## src/rtl/wr_seq_pkg.sv

```systemverilog
// Constants and types shared by the write sequencer files.
// Assumes a single bus clock domain; mode fields are sampled once after reset.
package wr_seq_pkg;
	// Mode field positions inside the reset-time mode word
	localparam int MODE_WIDTH = 27;
	localparam int WMODE_LSB = 9;
	localparam int WIDTH32_BIT = 12;
	localparam int DELAY_LSB = 15;
	localparam int RATIO_LSB = 5;
	// Non-block write mode codes
	localparam logic [1:0] WMODE_LEGACY = 2'h0;
	localparam logic [1:0] WMODE_RSVD = 2'h1;
	localparam logic [1:0] WMODE_PIPE = 2'h2;
	localparam logic [1:0] WMODE_REISSUE = 2'h3;
	// Clock ratio base: code 0 means a ratio of two
	localparam logic [3:0] RATIO_BASE = 4'h2;
	// Data beats of one cache line block
	localparam logic [3:0] BLOCK_BEATS_64 = 4'h4;
	localparam logic [3:0] BLOCK_BEATS_32 = 4'h8;
	// Bytes carried by one 32-bit beat
	localparam logic [3:0] WORD_BYTES = 4'h4;
	// Least spacing between write launches, in bus clocks
	localparam logic [1:0] REPEAT_CYCLES = 2'h2;

	typedef enum logic [2:0] {ST_IDLE, ST_ADDR, ST_GAP, ST_DATA, ST_WAIT} phase_type;

endpackage : wr_seq_pkg

```

## src/rtl/wr_mode_if.sv

```systemverilog
// Carrier for the decoded reset-time mode settings.
// Assumes a producer that latches them once after reset.
interface wr_mode_if;
	logic bus_is_32;
	logic [2:0] wr_delay;
	logic [1:0] wr_mode;
	logic [3:0] clk_ratio;
	logic valid;
	modport source (output bus_is_32, wr_delay, wr_mode, clk_ratio, valid);
	modport sink (input bus_is_32, wr_delay, wr_mode, clk_ratio, valid);
endinterface : wr_mode_if

```

## src/rtl/sys_bus_write_sequencer.sv

```systemverilog
// Write-side sequencer of a multiplexed address/data system bus.
// Assumes one bus clock, synchronous inputs and an agent pacing writes by write_ready_n.
// Assumes the mode word is steady around reset release; it is taken once, on the first edge after.
// Reserved write mode code runs as legacy; the pipeline clock ratio is only reported, not used.
// Outputs are registered; valid_out_n_o is low on every address and data cycle.
// Overview of operation
// Re-issue mode launches a write at most every two bus clocks.
// Pipelined mode launches every two clocks; one write may follow ready loss; the code launches at most every three clocks.
// Block write: four 64-bit beats, or eight 32-bit beats.
// On 32-bit bus, single writes over four bytes split into two transfers.
// Zero to seven idle clocks between write address and data, reset-time field.
// Delay code zero gives legacy timing: data directly after address.
// Same delay applies to block and single writes.
// Single writes of one byte to bus width, plus eight-word blocks.
// Pipeline clock ratio two to eight, fixed at reset.
// Delay read from mode bits 15 to 17; code n gives n idle clocks.
// Write mode: 00 legacy, 10 pipelined, 11 re-issue, 01 reserved.
// Mode bit 12: zero for 64-bit bus, one for 32-bit bus.
// Agent asserts write_ready_n low only when it can accept a write.
// Pipelined: after ready loss, one extra write, then hold until ready.
// Mode source never selects reserved write mode or ratio codes.
module sys_bus_write_sequencer (
	input wire logic sys_clk_i,
	input wire logic reset_n_i,
	input wire logic [wr_seq_pkg::MODE_WIDTH-1:0] mode_word_i,
	input wire logic req_valid_i,
	input wire logic req_block_i,
	input wire logic [3:0] req_size_i,
	input wire logic [31:0] req_addr_i,
	input wire logic [63:0] req_data_i,
	input wire logic write_ready_n_i,
	output logic req_ready_o,
	output logic [63:0] sys_addr_data_bus_o,
	output logic valid_out_n_o,
	output logic addr_phase_o,
	output logic last_beat_o,
	output logic [3:0] pipeline_clock_ratio_o,
	output logic bus_is_32_o
);
	import wr_seq_pkg::*;

	// Decoded reset-time mode settings
	wr_mode_if mode ();

	// Mode word taken once after reset
	wr_mode_latch u_mode (
		.sys_clk_i(sys_clk_i),
		.reset_n_i(reset_n_i),
		.mode_word_i(mode_word_i),
		.mode(mode)
	);

	// All sequencer state, registered as one word
	typedef struct packed {
		phase_type phase;
		logic [2:0] gap_cnt;
		logic [3:0] beats_left;
		logic half_hi;
		logic split;
		logic extra_used;
		logic [1:0] spacing;
		logic [31:0] addr;
		logic [63:0] data;
		logic req_ready;
		logic [63:0] bus;
		logic valid_n;
		logic addr_phase;
		logic last_beat;
		logic [3:0] ratio;
		logic is32;
	} seq_type;

	// Registered state and its next value
	seq_type state_q, state_d;

	// True when a new write may start under the selected write mode
	function automatic logic may_launch(input logic [1:0] wmode, input logic rdy_n, input logic extra,
			input logic [1:0] spacing);
		logic ok;
		ok = 1'b0;
		case (wmode)
			WMODE_REISSUE: ok = !rdy_n && spacing == 2'h0;
			WMODE_PIPE: ok = (!rdy_n || !extra) && spacing == 2'h0;
			WMODE_LEGACY: ok = !rdy_n;
			WMODE_RSVD: ok = !rdy_n; // Reserved code runs as legacy
			default: ok = 1'b0;
		endcase
		return ok;
	endfunction : may_launch

	// Number of data beats of the transfer about to start
	function automatic logic [3:0] beat_count(input logic block, input logic is32, input logic [3:0] size);
		logic [3:0] n;
		n = 4'h1;
		if (block) begin
			n = is32 ? BLOCK_BEATS_32 : BLOCK_BEATS_64;
		end else if (split_needed(block, is32, size)) begin
			n = 4'h2;
		end
		return n;
	endfunction : beat_count

	// A single write wider than one word needs two transfers on a 32-bit bus
	function automatic logic split_needed(input logic block, input logic is32, input logic [3:0] size);
		return !block && is32 && size > WORD_BYTES;
	endfunction : split_needed

	// Bus value of one data beat: full width, or the low then the high word
	function automatic logic [63:0] beat_word(input logic [63:0] data, input logic is32, input logic hi);
		logic [63:0] w;
		w = data;
		if (is32) begin
			w = {32'h0, hi ? data[63:32] : data[31:0]};
		end
		return w;
	endfunction : beat_word

	// Bus value of an address cycle; the upper half stays quiet
	function automatic logic [63:0] addr_word(input logic [31:0] addr);
		return {32'h0, addr};
	endfunction : addr_word

	// Start and resume decisions for the state machine
	logic launch_ok;
	logic resume_ok;
	assign launch_ok = mode.valid && req_valid_i &&
			may_launch(mode.wr_mode, write_ready_n_i, state_q.extra_used, state_q.spacing);
	assign resume_ok = !write_ready_n_i && state_q.spacing == 2'h0;

	// Next-state logic for the write sequence
	always_comb begin
		state_d = state_q;
		state_d.req_ready = 1'b0;
		state_d.valid_n = 1'b1;
		state_d.addr_phase = 1'b0;
		state_d.last_beat = 1'b0;
		state_d.ratio = mode.clk_ratio;
		state_d.is32 = mode.bus_is_32;
		// Spacing counter toward the next launch
		if (state_q.spacing != 2'h0) begin
			state_d.spacing = state_q.spacing - 2'h1;
		end
		// Pipelined mode re-arms its spare write once ready returns
		if (!write_ready_n_i) begin
			state_d.extra_used = 1'b0;
		end
		case (state_q.phase)
			ST_IDLE: begin
				// Take the request when the write mode lets it start
				if (launch_ok) begin
					state_d.req_ready = 1'b1;
					state_d.addr = req_addr_i;
					state_d.data = req_data_i;
					state_d.beats_left = beat_count(req_block_i, mode.bus_is_32, req_size_i);
					state_d.split = split_needed(req_block_i, mode.bus_is_32, req_size_i);
					state_d.half_hi = 1'b0;
					if (write_ready_n_i) begin
						state_d.extra_used = 1'b1;
					end
					state_d.phase = ST_ADDR;
				end
			end
			ST_ADDR: begin
				// Address cycle, then the idle gap or the data
				state_d.bus = addr_word(state_q.addr);
				state_d.valid_n = 1'b0;
				state_d.addr_phase = 1'b1;
				state_d.spacing = REPEAT_CYCLES - 2'h1;
				state_d.gap_cnt = mode.wr_delay;
				state_d.phase = (mode.wr_delay == 3'h0) ? ST_DATA : ST_GAP;
			end
			ST_GAP: begin
				// Idle bus clocks between address and data
				state_d.gap_cnt = state_q.gap_cnt - 3'h1;
				if (state_q.gap_cnt == 3'h1) begin
					state_d.phase = ST_DATA;
				end
			end
			ST_DATA: begin
				// One data beat; a 32-bit bus alternates low and high words
				state_d.valid_n = 1'b0;
				state_d.bus = beat_word(state_q.data, state_q.is32, state_q.half_hi);
				if (state_q.is32) begin
					state_d.half_hi = !state_q.half_hi;
				end
				state_d.beats_left = state_q.beats_left - 4'h1;
				if (state_q.beats_left == 4'h1) begin
					state_d.last_beat = 1'b1;
					state_d.phase = ST_IDLE;
				end else if (state_q.split) begin
					// Second half of a split single goes as its own transfer
					state_d.addr = state_q.addr + 32'h4;
					state_d.phase = ST_WAIT;
				end
			end
			ST_WAIT: begin
				// Second half waits for the agent before its own address
				if (resume_ok) begin
					state_d.phase = ST_ADDR;
				end
			end
			default: begin
				state_d.phase = ST_IDLE;
			end
		endcase
	end

	// State register
	always_ff @(posedge sys_clk_i or negedge reset_n_i) begin
		if (!reset_n_i) begin
			state_q <= '{phase: ST_IDLE, valid_n: 1'b1, default: '0};
		end else begin
			state_q <= state_d;
		end
	end

	// Outputs straight from the state register
	assign req_ready_o = state_q.req_ready;
	assign sys_addr_data_bus_o = state_q.bus;
	assign valid_out_n_o = state_q.valid_n;
	assign addr_phase_o = state_q.addr_phase;
	assign last_beat_o = state_q.last_beat;
	assign pipeline_clock_ratio_o = state_q.ratio;
	assign bus_is_32_o = state_q.is32;
endmodule : sys_bus_write_sequencer

```

## src/rtl/wr_mode_latch.sv

```systemverilog
// Latches the reset-time mode word into decoded fields.
// Assumes the mode word is stable around reset release.
module wr_mode_latch (
	input wire logic sys_clk_i,
	input wire logic reset_n_i,
	input wire logic [wr_seq_pkg::MODE_WIDTH-1:0] mode_word_i,
	wr_mode_if.source mode
);
	import wr_seq_pkg::*;

	typedef struct packed {
		logic taken;
		logic bus_is_32;
		logic [2:0] wr_delay;
		logic [1:0] wr_mode;
		logic [3:0] clk_ratio;
	} latch_type;

	latch_type state_q, state_d;

	// Capture once, on the first edge after reset release
	always_comb begin
		state_d = state_q;
		if (!state_q.taken) begin
			state_d.taken = 1'b1;
			state_d.bus_is_32 = mode_word_i[WIDTH32_BIT];
			state_d.wr_delay = mode_word_i[DELAY_LSB +: 3];
			state_d.wr_mode = mode_word_i[WMODE_LSB +: 2];
			state_d.clk_ratio = RATIO_BASE + {1'b0, mode_word_i[RATIO_LSB +: 3]};
		end
	end

	always_ff @(posedge sys_clk_i or negedge reset_n_i) begin
		if (!reset_n_i) begin
			state_q <= '0;
		end else begin
			state_q <= state_d;
		end
	end

	assign mode.bus_is_32 = state_q.bus_is_32;
	assign mode.wr_delay = state_q.wr_delay;
	assign mode.wr_mode = state_q.wr_mode;
	assign mode.clk_ratio = state_q.clk_ratio;
	assign mode.valid = state_q.taken;
endmodule : wr_mode_latch

```

## config.mk

```make
export PLATFORM = sky130hd
export DESIGN_NAME = sys_bus_write_sequencer
export DESIGN_NICKNAME = d
export VERILOG_FILES = /design/src/rtl/wr_seq_pkg.sv /design/src/rtl/wr_mode_if.sv /design/src/rtl/sys_bus_write_sequencer.sv /design/src/rtl/wr_mode_latch.sv
export SDC_FILE = /design/constraint.sdc
export NUM_CORES = 1
export LEC_CHECK = 0
export BUFFER_PORTS_ARGS = -buffer_cell sky130_fd_sc_hd__buf_2
export CAP_MARGIN = 30
export CORE_MARGIN = 3
export CORE_UTILIZATION = 45
export CTS_BUF_LIST = sky130_fd_sc_hd__clkbuf_4 sky130_fd_sc_hd__clkbuf_8
export DETAILED_ROUTE_END_ITERATION = 6
export GPL_TIMING_DRIVEN = 1
export PLACE_DENSITY = 0.78
export SETUP_SLACK_MARGIN = 0.02
export SYNTH_ARGS = -nofsm -noshare
export SYNTH_HDL_FRONTEND = slang
export SYNTH_SLANG_ARGS = --single-unit
```

## constraint.sdc

```tcl
create_clock -name sys_clk_i -period 2.5 [get_ports sys_clk_i]
set_input_delay 0.375 -clock sys_clk_i [delete_from_list [all_inputs] [get_ports sys_clk_i]]
set_output_delay 0.375 -clock sys_clk_i [all_outputs]
set_load 0.02 [all_outputs]
```

==> out/results.ini <==
[critical_path]
reg2reg_from = state_q[139]
path_cells = ha_1 > nand4_1 > nor4_4 > nand4_1 > o41a_1 > o21ai_1
cp-start-kind = register
critPathMaxFanout = 7
arrival_ns = 2.62
slowest_delay_ns = 0.50
r2r_cells = 6
cp.required_ns = 2.88
r2r_end = state_q[165]
worstSetupEndpointType = register
crit_type = register to register
crit_buf_inv = 0
critical-path-top-delay-family = simple AND/OR/NAND/NOR gates
r2r_slack_ns = 0.27
crit_top_cell = nand4_1
slowest_stage = dfrtp_1

[timing]
tightest_slew_ns = 0.6386
maxSlewViolCount = 0
slew_headroom = 0.5742
whs_ns = 0.08896
fin_tns_setup_ns = 0
rsz0062_at_grt = false
timing.fmax_ghz = 0.4482
setup_violations = 0
min_period_over_period = 0.8925
finalHoldViolations = 0
finalCriticalPeriod_ns = 2.231
fin_skew_ns = 0.02054

[synth]
seq_area_frac_synth = 0.5164
synthCells = 1063
synth_seq_cells = 195
synth_top_cell_area_share = 0.5136
yosys_warnings = 0
synth_area_leader_cell = dfrtp_1
syn-cell-area_um2 = 9452
synth_flop_cell = dfrtp_1
synth_nets = 1202
syn_avg_cell_area_um2 = 8.891
netlist-cell-type-count = 62
synth-edff-count = 0
synth.area.top_cells = dfrtp_1, nand2_1, buf_4
ys_async_sr_fraction = 1.000

[global_route]
first_global_vias = 7701
grt_max_degree = 87
grt_pass1_wl_um = 40390
grt.total_usage = 0.2253
grt-ovfl-total = 0
antenna_found_initial = 0

[finish]
nets = 1296
area_growth_pct = 12.07
drive_gt1_frac = 0.2274
ff_latch_area_um2 = 4882
stdcell_area_um2 = 10590
fillerInstances = 1950
multi_input_area_um2 = 3721

[placement]
port-buffer-count = 186
post_dp_cell_area_um2 = 10210
place.gp.congestion = 0.8748
dpl.hpwl_um = 17600

[run_status]
outcome = finished clean

[power_and_ir_drop]
power_leakage_nw = 5.324
p_per_area_nw_per_um2 = 1123
ir_drop_v = 0.0005543

[worst_hold_path]
hold_path.class = input port to register
hold_depth = 3
worstHoldStart = req_data_i[57]
min_to = state_q[130]

[floorplanning]
fp.dieH_um = 150.9
fp.dieArea_um2 = 22780
die_w_um = 150.9
start_util = 0.4626
io_pins = 205
core_um2 = 20430
fp-row-count = 52

[clocking]
clk-insertion-delay-late_ns = 0.47
root_buffer = clkbuf_8
cts_sinks = 195
cts.path.max_buffers = 2
numCtsBuffers = 17
hold_buffers = 1
tritoncts = done
clk_pin_slew_ns = 0.12
cts_max_level = 4
ctsResizeCount = 0
postCtsSetupRepairBufs = 0

[detailed_routing]
drt_pass1_iterations = 5
via_per_inst = 5.491
drc = 0
postRouteAntennaNets = 0
drt_iter0_drc = 628
drt_wl_total_um = 25280
via_count = 7912
wl_per_cell_um = 17.55

[run]
max_cap_violations = 0

sequential cells by signal (all words and copies together), names as in the netlist, 2 cells and up:
register,cells
sys_addr_data_bus_o,64
u_mode.mode.wr_mode,2
pipeline_clock_ratio_o,4
u_mode.mode.clk_ratio,4
state_q,111
u_mode.mode.wr_delay,3
through the flow:
step / cells / worst slack (ns) / power, W / utilization
global route: 1440 / 0.1085 / 0.01281 / 0.5184
global placement: 1407 / 0.4101 / 0.009825 / 0.4998
detailed placement: 1407 / 0.3303 / 0.01001 / 0.4998
finish: 1441 / 0.2689 / 0.01190 / 0.5185
CTS: 1440 / 0.2990 / 0.01198 / 0.5184
floorplan: 1063 / 0.6315 / 0.008836 / -
cells in the final DEF (no fill, tap or decap), drive strengths merged, types with 4 or more instances in the layout:
cell type	n
a21oi	33
a22o	35
a31oi	11
a32oi	6
and3	7
buf	210
clkbuf	19
clkinv	6
dfrtp	194
ha	7
inv	23
mux2	9
nand2	291
nand3	77
nand4	9
nor2	35
nor3	11
nor3b	4
nor4	5
o21ai	115
o22ai	4
o31a	5
where the power goes:
part | leakage [nW] | switching (W) | internal, W
logic | 2.60 | 0.00279 | 0.00162
clock network | 0.180 | 0.00123 | 0.000734
registers | 2.54 | 0.00111 | 0.00442
area by class of cell:
| type | count | area share |
|---|---|---|
| Sequential cell | 195 | 0.4609 |
| Timing Repair Buffer | 212 | 0.1145 |
| Clock inverter | 14 | 0.01205 |
| Clock buffer | 18 | 0.02280 |
| Inverter | 18 | 0.006378 |
| Antenna cell | 1 | 0.0002362 |
| Multi-Input combinational cell | 713 | 0.3513 |
| Tap cell | 270 | 0.03189 |
tightest hold or removal path, stage by stage:
cell	delay [ns]
buf_2	0.07
nand2_1	0.04
nand2_1	0.05
cell usage after synthesis, types with 4 or more instances:
cell      count
dfrtp_1     194
clkbuf_1     50
nand3_1      77
nand4_1       9
buf_2         9
mux2_2        9
nand2_1     291
a21oi_1      33
o31a_1        5
o21ai_1      22
ha_1          7
a32oi_1       6
buf_1         6
nor2_1       35
nor4_1        4
buf_4        71
o21ai_0      93
and3_1        7
nor3_1       10
a22o_1       35
inv_1        17
a31oi_1      11
kinds of logic after synthesis:
kind of cell,synth area share
compound gates,0.1599
buf+inv,0.09174
other cells,0.0003968
fa+ha+maj,0.009266
simple gates,0.2096
mux,0.01178
xor+xnor,0.0009268
flops,0.5164
worst max path at each step:
stage | depth (start not counted) | to | from
after floorplan | 8 | state_q[150] | state_q[175]
after global placement | 6 | state_q[165] | state_q[139]
after detailed placement | 6 | state_q[165] | state_q[139]
final | 6 | state_q[165] | state_q[139]
after CTS | 6 | state_q[165] | state_q[139]
after global routing | 6 | state_q[167] | state_q[139]
metal layers:
layer  routed length [um]  track usage  share of wire
met3                 1840      0.03980          0.073
met4                  548      0.07434          0.022
met2                12260       0.3650           0.48
met5                    0            0              0
met1                10630       0.3083           0.42
Note: power is estimated with default switching activity, not from simulation.
